### config.mk
export PLATFORM = sky130hd
export DESIGN_NAME = usu_serial_unit
export DESIGN_NICKNAME = d
export VERILOG_FILES = /design/src/common/usu_pkg.sv /design/src/common/usu_pin_if.sv /design/src/logic/usu_serial_unit.sv /design/src/logic/usu_pin_sync.sv
export SDC_FILE = /design/constraint.sdc
export NUM_CORES = 1
export LEC_CHECK = 0
export BUFFER_PORTS_ARGS = -buffer_cell sky130_fd_sc_hd__buf_2
export CAP_MARGIN = 20
export CORE_UTILIZATION = 54
export CTS_CLUSTER_DIAMETER = 60
export DETAILED_ROUTE_END_ITERATION = 10
export MAX_ROUTING_LAYER = met4
export PLACE_DENSITY_LB_ADDON = 0.25
export SLEW_MARGIN = 20
export SYNTH_ARGS = -nofsm -noshare
export SYNTH_HDL_FRONTEND = slang
export SYNTH_SLANG_ARGS = --single-unit
export TNS_END_PERCENT = 1
### constraint.sdc
create_clock -name core_clk -period 4.95 [get_ports core_clk]
set_input_delay 0.495 -clock core_clk [delete_from_list [all_inputs] [get_ports core_clk]]
set_output_delay 0.495 -clock core_clk [all_outputs]
set_load 0.02 [all_outputs]
### src/common/usu_pkg.sv
package usu_pkg;
	localparam logic [11:0] ADDR_SHIFT = 12'h000;
	localparam logic [11:0] ADDR_BUFFER = 12'h004;
	localparam logic [11:0] ADDR_STATUS = 12'h008;
	localparam logic [11:0] ADDR_CONTROL = 12'h00C;
	// status word layout
	localparam int ST_START = 7;
	localparam int ST_OVF = 6;
	localparam int ST_STOP = 5;
	localparam int ST_COLL = 4;
	localparam int ST_CNT_LO = 0;
	// control word layout
	localparam int CT_SIE = 7;
	localparam int CT_OIE = 6;
	localparam int CT_WM_LO = 4;
	localparam int CT_CS_LO = 2;
	localparam int CT_SOFTCLK = 1;
	localparam int CT_TOGGLE = 0;
	localparam logic [7:0] SHIFT_RESET = 8'h00;
	localparam logic [7:0] STATUS_RESET = 8'h00;
	localparam logic [3:0] CNT_MAX = 4'hF;
	localparam logic [3:0] CNT_STEP = 4'h1;
	typedef enum logic [1:0] {WM_NONE, WM_THREE, WM_TWO, WM_TWO_HOLD} usu_wire_t;
	typedef enum logic [1:0] {CS_SOFT, CS_TIMER, CS_EXT_RISE, CS_EXT_FALL} usu_clksel_t;
endpackage : usu_pkg

### src/common/usu_pin_if.sv
`timescale 1ns/10ps
interface usu_pin_if;
	logic pin;
	logic level;
	logic rise;
	logic fall;
	modport sync (input pin, output level, output rise, output fall);
	modport user (output pin, input level, input rise, input fall);
endinterface : usu_pin_if

### src/logic/usu_serial_unit.sv
// Overview of operation
// a software write to the shift register beats a same-cycle shift clock
// shift left on the clock picked by clock select: pin edge, timer, strobe
// data and clock pins feed the shift register even with no wire mode
// serial output pin driven from shift register bit 7 via output latch
// latch open first half of cycle with external clock, always if internal
// a new top bit passes the open latch to the pin at once
// on transfer completion the shift register is copied to the receive buffer
// start flag set by start condition, or any clock pin edge in other modes when clock select is soft
// start interrupt while start flag, its enable and global enable are set
// start flag cleared by writing one, which releases the clock hold
// start interrupt wakes the processor from every sleep mode
// overflow flag set when the counter wraps from fifteen to zero
// overflow interrupt while overflow flag, its enable and global enable set
// overflow flag cleared by writing one, which releases the clock hold
// overflow interrupt wakes the processor from idle sleep
// stop flag set by stop condition, cleared by writing one, no interrupt
// collision bit reads one when bit 7 differs from the data line level
// counter readable and writable in the low four status bits
// counter steps once per selected clock: pin edge, timer, strobes; with external clock the code counts both pin edges
// with external clock and soft strobe written, toggle makes the clock
// clock pin feeds the counter even with no wire mode
// software sets the pin direction to output before data can leave
// soft clock and toggle strobes are one-cycle pulses, read as zero
`timescale 1ns/10ps
module usu_serial_unit (
	input wire logic core_clk, // 200 MHz system clock
	input wire logic arst_n, // async reset, active low
	input wire logic psel, // apb select
	input wire logic penable, // apb access phase
	input wire logic pwrite, // apb direction
	input wire logic [11:0] paddr, // apb byte address
	input wire logic [31:0] pwdata, // apb write data
	output logic [31:0] prdata, // apb read data
	output logic pready, // apb ready
	output logic pslverr, // apb error on unmapped address
	input wire logic globalIrqEnable, // cpu global interrupt enable
	input wire logic timerMatch, // timer 0 compare match pulse
	input wire logic dataOutDir, // direction bit of data out pin
	input wire logic clockPinDir, // direction bit of clock pin
	input wire logic dataLineDir, // direction bit of two-wire data line
	input wire logic serialDataIn, // three-wire data in pin
	output logic serialDataOut, // three-wire data out pin
	output logic serialDataOutOe, // three-wire data out enable
	input wire logic serialClockPinIn, // clock pin level
	output logic serialClockPinOut, // clock pin drive value
	output logic serialClockPinOe, // clock pin drive enable
	input wire logic dataLineIn, // two-wire data line level
	output logic dataLineOut, // two-wire data line drive value
	output logic dataLineOe, // two-wire data line drive enable
	output logic startIrq, // start condition interrupt request
	output logic overflowIrq, // counter overflow interrupt request
	output logic wakeAnySleep, // wake request valid in all sleep modes
	output logic wakeIdle // wake request valid in idle only
);
	typedef struct packed {
		logic [7:0] shiftReg;
		logic [7:0] rxBuf;
		logic [3:0] count;
		logic startFlag;
		logic ovfFlag;
		logic stopFlag;
		logic sie;
		logic oie;
		logic [1:0] wm;
		logic [1:0] cs;
		logic clkOut;
		logic outLatch;
		logic [31:0] prdata;
		logic pready;
		logic pslverr;
		logic startIrq;
		logic ovfIrq;
		logic doOut;
		logic doOe;
		logic sclOut;
		logic sclOe;
		logic sdaOe;
	} usu_state_t;

	usu_state_t st;
	usu_state_t next_st;

	usu_pin_if diIf();
	usu_pin_if sclIf();
	usu_pin_if sdaIf();

	assign diIf.pin = serialDataIn;
	assign sclIf.pin = serialClockPinIn;
	assign sdaIf.pin = dataLineIn;

	usu_pin_sync u_di_sync (.core_clk(core_clk), .arst_n(arst_n), .pinIf(diIf));
	usu_pin_sync u_scl_sync (.core_clk(core_clk), .arst_n(arst_n), .pinIf(sclIf));
	usu_pin_sync u_sda_sync (.core_clk(core_clk), .arst_n(arst_n), .pinIf(sdaIf));

	logic wrStb;
	logic rdSetup;
	logic wrShift;
	logic wrStatus;
	logic wrControl;
	logic twoWire;
	logic extClk;
	logic softStb;
	logic toggleStb;
	logic shiftTick;
	logic countTick;
	logic dataBit;
	logic collision;
	logic startEvent;
	logic stopEvent;
	logic ovfEvent;
	logic latchOpen;
	logic holdActive;
	logic mapped;

	always_comb
	begin
		wrStb = psel & penable & st.pready & pwrite;
		rdSetup = psel & ~penable;
		mapped = (paddr == usu_pkg::ADDR_SHIFT) || (paddr == usu_pkg::ADDR_BUFFER) ||
			(paddr == usu_pkg::ADDR_STATUS) || (paddr == usu_pkg::ADDR_CONTROL);
		wrShift = wrStb & (paddr == usu_pkg::ADDR_SHIFT);
		wrStatus = wrStb & (paddr == usu_pkg::ADDR_STATUS);
		wrControl = wrStb & (paddr == usu_pkg::ADDR_CONTROL);
		twoWire = st.wm[1];
		extClk = st.cs[1];
		// strobes live only in the write cycle, nothing stores them
		softStb = wrControl & pwdata[usu_pkg::CT_SOFTCLK];
		toggleStb = wrControl & pwdata[usu_pkg::CT_TOGGLE];
		dataBit = twoWire ? sdaIf.level : diIf.level;
		unique case (usu_pkg::usu_clksel_t'(st.cs))
			usu_pkg::CS_SOFT: shiftTick = softStb;
			usu_pkg::CS_TIMER: shiftTick = timerMatch;
			usu_pkg::CS_EXT_RISE: shiftTick = sclIf.rise;
			usu_pkg::CS_EXT_FALL: shiftTick = sclIf.fall;
		endcase
		// external mode counts both pin edges, so a toggled pin counts too
		countTick = extClk ? (sclIf.rise | sclIf.fall) : shiftTick;
		collision = st.shiftReg[7] ^ sdaIf.level;
		startEvent = twoWire ? (sdaIf.fall & sclIf.level) :
			((st.cs == 2'h0) & (sclIf.rise | sclIf.fall));
		stopEvent = twoWire & sdaIf.rise & sclIf.level;
		ovfEvent = countTick & (st.count == usu_pkg::CNT_MAX) & ~wrStatus;
		// first half of the serial cycle is the half before the sampling edge
		latchOpen = ~extClk | (st.cs[0] ? sclIf.level : ~sclIf.level);
		holdActive = twoWire & (st.startFlag | (st.wm[0] & st.ovfFlag));

		next_st = st;
		// shift register
		if (wrShift)
			next_st.shiftReg = pwdata[7:0];
		else if (shiftTick)
			next_st.shiftReg = {st.shiftReg[6:0], dataBit};
		// counter
		if (wrStatus)
			next_st.count = pwdata[usu_pkg::ST_CNT_LO +: 4];
		else if (countTick)
			next_st.count = st.count + usu_pkg::CNT_STEP;
		if (ovfEvent)
			next_st.rxBuf = next_st.shiftReg;
		// flags: set beats the write-one clear
		next_st.startFlag = startEvent | (st.startFlag & ~(wrStatus & pwdata[usu_pkg::ST_START]));
		next_st.ovfFlag = ovfEvent | (st.ovfFlag & ~(wrStatus & pwdata[usu_pkg::ST_OVF]));
		next_st.stopFlag = stopEvent | (st.stopFlag & ~(wrStatus & pwdata[usu_pkg::ST_STOP]));
		if (wrControl)
		begin
			next_st.sie = pwdata[usu_pkg::CT_SIE];
			next_st.oie = pwdata[usu_pkg::CT_OIE];
			next_st.wm = pwdata[usu_pkg::CT_WM_LO +: 2];
			next_st.cs = pwdata[usu_pkg::CT_CS_LO +: 2];
		end
		// external clock needs the soft strobe written with the toggle
		if (toggleStb & (~extClk | softStb))
			next_st.clkOut = ~st.clkOut;
		if (latchOpen)
			next_st.outLatch = next_st.shiftReg[7];
		// apb: answer in the access cycle right after setup
		next_st.pready = rdSetup;
		next_st.pslverr = rdSetup & ~mapped;
		next_st.prdata = '0;
		if (rdSetup)
		begin
			unique case (paddr)
				usu_pkg::ADDR_SHIFT: next_st.prdata[7:0] = st.shiftReg;
				usu_pkg::ADDR_BUFFER: next_st.prdata[7:0] = st.rxBuf;
				usu_pkg::ADDR_STATUS: next_st.prdata[7:0] = {st.startFlag, st.ovfFlag, st.stopFlag,
					collision, st.count};
				usu_pkg::ADDR_CONTROL: next_st.prdata[7:0] = {st.sie, st.oie, st.wm, st.cs, 2'h0};
				default: next_st.prdata = '0;
			endcase
		end
		next_st.startIrq = st.startFlag & st.sie & globalIrqEnable;
		next_st.ovfIrq = st.ovfFlag & st.oie & globalIrqEnable;
		// pins: software sets the direction bits first
		// pins follow the latch input: a flop less keeps a bit inside half a serial period
		next_st.doOut = next_st.outLatch;
		next_st.doOe = dataOutDir & (st.wm == 2'h1);
		// two-wire lines are open drain: only ever pull low
		next_st.sdaOe = dataLineDir & twoWire & ~next_st.outLatch;
		next_st.sclOut = twoWire ? 1'b0 : st.clkOut;
		next_st.sclOe = clockPinDir & (twoWire ? (holdActive | ~st.clkOut) : 1'b1);
	end

	always_ff @(posedge core_clk or negedge arst_n)
	begin
		if (!arst_n)
		begin
			st <= '0;
			st.shiftReg <= usu_pkg::SHIFT_RESET;
			st.count <= usu_pkg::STATUS_RESET[3:0];
		end
		else
			st <= next_st;
	end

	assign prdata = st.prdata;
	assign pready = st.pready;
	assign pslverr = st.pslverr;
	assign serialDataOut = st.doOut;
	assign serialDataOutOe = st.doOe;
	assign serialClockPinOut = st.sclOut;
	assign serialClockPinOe = st.sclOe;
	assign dataLineOut = 1'b0;
	assign dataLineOe = st.sdaOe;
	assign startIrq = st.startIrq;
	assign overflowIrq = st.ovfIrq;
	assign wakeAnySleep = st.startIrq;
	assign wakeIdle = st.ovfIrq;
endmodule : usu_serial_unit

### src/logic/usu_pin_sync.sv
`timescale 1ns/10ps
module usu_pin_sync (
	input wire logic core_clk, // system clock
	input wire logic arst_n, // async reset, active low
	usu_pin_if.sync pinIf // raw pin in, clean level and edges out
);
	typedef struct packed {
		logic stage1;
		logic stage2;
		logic prev;
		logic rise;
		logic fall;
	} usu_sync_t;

	usu_sync_t st;
	usu_sync_t next_st;

	always_comb
	begin
		next_st = st;
		next_st.stage1 = pinIf.pin;
		next_st.stage2 = st.stage1;
		next_st.prev = st.stage2;
		// edges compare the second stage with the third, never the first
		next_st.rise = st.stage2 & ~st.prev;
		next_st.fall = ~st.stage2 & st.prev;
	end

	always_ff @(posedge core_clk or negedge arst_n)
	begin
		if (!arst_n)
			st <= '0;
		else
			st <= next_st;
	end

	assign pinIf.level = st.prev;
	assign pinIf.rise = st.rise;
	assign pinIf.fall = st.fall;
endmodule : usu_pin_sync

==> results.txt <==
first-pass GRT wire length: 7680 µm
critical-path maximum fanout: 16
Longest Clk Path Bufs: 2
DRC: 0
Crit Path Class: in2reg
MaxCap Viol Count: 0
gr usage total: 0.199
Setup WS pre-CTS: 1.93 ns
vias in the first global route: 1582
max-slew violation count: 0
total gr overflow: 0
share of cells above drive strength 1: 0.329
hold buffers post-CTS: 0
total CTS buffers: 9
fillers: 434
Worst Reg-to-Reg Cells: 5
Port Buffers: 51
#FFs+latches synth: 60
# diodes: 0
P&R area growth vs syn: 10.9%
CP required: 5.16 ns
unrepaired setup endpoints after global routing: false
Pleak: 0.00170 µW
H-Tree Depth: 3
routed len/inst: 13.5 µm
CTS sink cnt: 60
Clock Skews: 0.00852 ns
die width: 75.4 µm
DR vias/cell: 4.98
worst-margin pin slew: 0.724 ns
Worst Slack Setup Final: 2.31 ns
# setup viols final: 0
via count: 1787
Slew HR: 0.517
largest net degree at the start of global routing: 61
Clock transition at path regs: 0.06 ns
core outline area: 5140 µm²
Pwr per Cell Area: 322 nW/µm²
hold path depth: 1
most frequent cells in the layout: 60 x dfrtp_1, 51 x buf_2, 25 x conb_1
CTS resizes: 0
clock period minus final worst setup slack: 2.64 ns
Achievable Freq: 379 MHz
WHS: 0.264 ns
drt pass-1 iters: 5
syn avg cell area: 11.9 µm²
Setup crit end kind: flip-flop
initial DRC count: 102
Routed WL: 4860 µm
hpwl dp: 3410 µm
Mapped Cells: 244
Root Driver: clkbuf_8
die area: 5680 µm²
worst skew pair latency: 0.33 ns
Starting Density: 0.565
status: completed
fin nets: 342
# rows: 26
crit path launch type: input port
worst min path class: in2reg
Syn Std Cell Area: 2910 µm²
Placer Congestion: 0.780
# IOs: 101
initial antenna violation count: 0
fin crit share: 0.534
Final Hold Violating Endpoints: 0
CTS tree: built
most common cell after layout, fill and taps aside: dfrtp_1
postcts setup bufs: 0
Cell variety after synth: 37
Post-Place Cells: 343
Worst Path Arrival: 2.85 ns
post-synthesis sequential area ratio: 0.517
Final Non-Filler Cells: 359
setup TNS: 0 ns
ANT nets after route: 0
die height: 75.4 µm
Yosys warning count: 0
Peak VDD IR: 0.000173 V
[report_power, final]
group          switching (µW)  total (µW)  internal, µW
combinational            42.4        59.9          17.5
sequential               3.52         501           497
clock                     181         477           297
[kinds of logic (layout without fill, tap and decap cells)]
family          count (synthesis)  count (layout)  share of synthesized area
simple gates                   69              69                      0.128
flops                          60              60                      0.517
buf+inv                        48              69                      0.118
mux                            33              33                      0.157
compound gates                 26              26                     0.0564
xor+xnor                        6               6                     0.0181
fa+ha+maj                       1               1                    0.00430
other cells                     1              25                    0.00129
[sequential cells by signal (all words and copies together), names as in the netlist, 2 cells and up]
name	cells
prdata	8
st	29
u_di_sync.next_st	2
u_scl_sync.next_st	2
u_sda_sync.next_st	2
[final cells by class]
cell class              count  area (µm²)  area share
flip-flops and latches     60        1500       0.466
multi-input cells         160        1150       0.357
repair buffers             52         263      0.0815
clock buffers              12         145      0.0450
well taps                  70        87.6      0.0272
clock inverters             4        72.6      0.0225
inverters                   1        3.75     0.00116
[metal layers]
metal,track usage,vias to the layer above,wire [µm]
met4,0.0864,0,55
met2,0.293,51,2410
met5,-,-,0
met3,0.0595,6,234
met1,0.258,870,2160
li1,-,860,-
[stage by stage]
step           power [µW]  area (µm²)   util
2_1_floorplan         557        3000      -
3_3_place_gp          570        3010  0.585
3_5_place_dp          571        3010  0.585
4_1_cts              1050        3220  0.627
5_1_grt              1090        3220  0.627
6_report             1040        3220  0.627
[cell usage after synthesis]
library cell  instances  share of area
mux4_2                6          0.046
nor3_1                1         0.0017
conb_1                1         0.0013
nor2b_1              10          0.022
o21ai_0               5         0.0086
buf_2                 5         0.0086
xnor2_1               1         0.0030
nor2_2                1         0.0022
and4_4                1         0.0039
nand3_1               4         0.0069
inv_1                 1         0.0013
ha_1                  1         0.0043
dfrtp_1              60           0.52
a21oi_1              13          0.022
mux2_4                8          0.041
and3_1               10          0.022
and2_1                1         0.0022
or3_1                 1         0.0022
mux2_2                8          0.031
clkbuf_1              3         0.0039
xor2_1                5          0.015
nor3b_2               2         0.0086
o21ai_1               2         0.0034
and2b_1               1         0.0026
mux2i_1              11          0.038
a21oi_4               2          0.011
nor2_1               16          0.021
a211oi_1              1         0.0026
nand2_1              16          0.021
a31oi_1               1         0.0022
nand4_2               1         0.0043
and4_1                1         0.0030
a32o_1                1         0.0034
buf_4                36          0.093
nor4_1                3         0.0065
buf_6                 3          0.012
a21o_1                1         0.0026
[path summary, 6_finish.rpt]
kind                                        from                    end  slack [ns]
setup / recovery                        paddr[7]                 st[59]        2.31
setup reg to reg                          extClk                 st[59]        2.74
hold reg to reg            u_sda_sync.next_st[3]  u_sda_sync.next_st[2]        0.35
hold / removal                      serialDataIn   u_di_sync.next_st[3]        0.26
max in group asynchronous                 arst_n                 st[67]        4.17
min in group asynchronous                 arst_n                 pready        0.30
[worst max-delay path, stage by stage]
cell    delay (ns)
buf_2         0.10
nor4_1        0.26
and3_1        0.56
and3_1        0.53
or3_1         0.55
mux2_4        0.34
No activity file was read; power rests on OpenSTA's default activity.
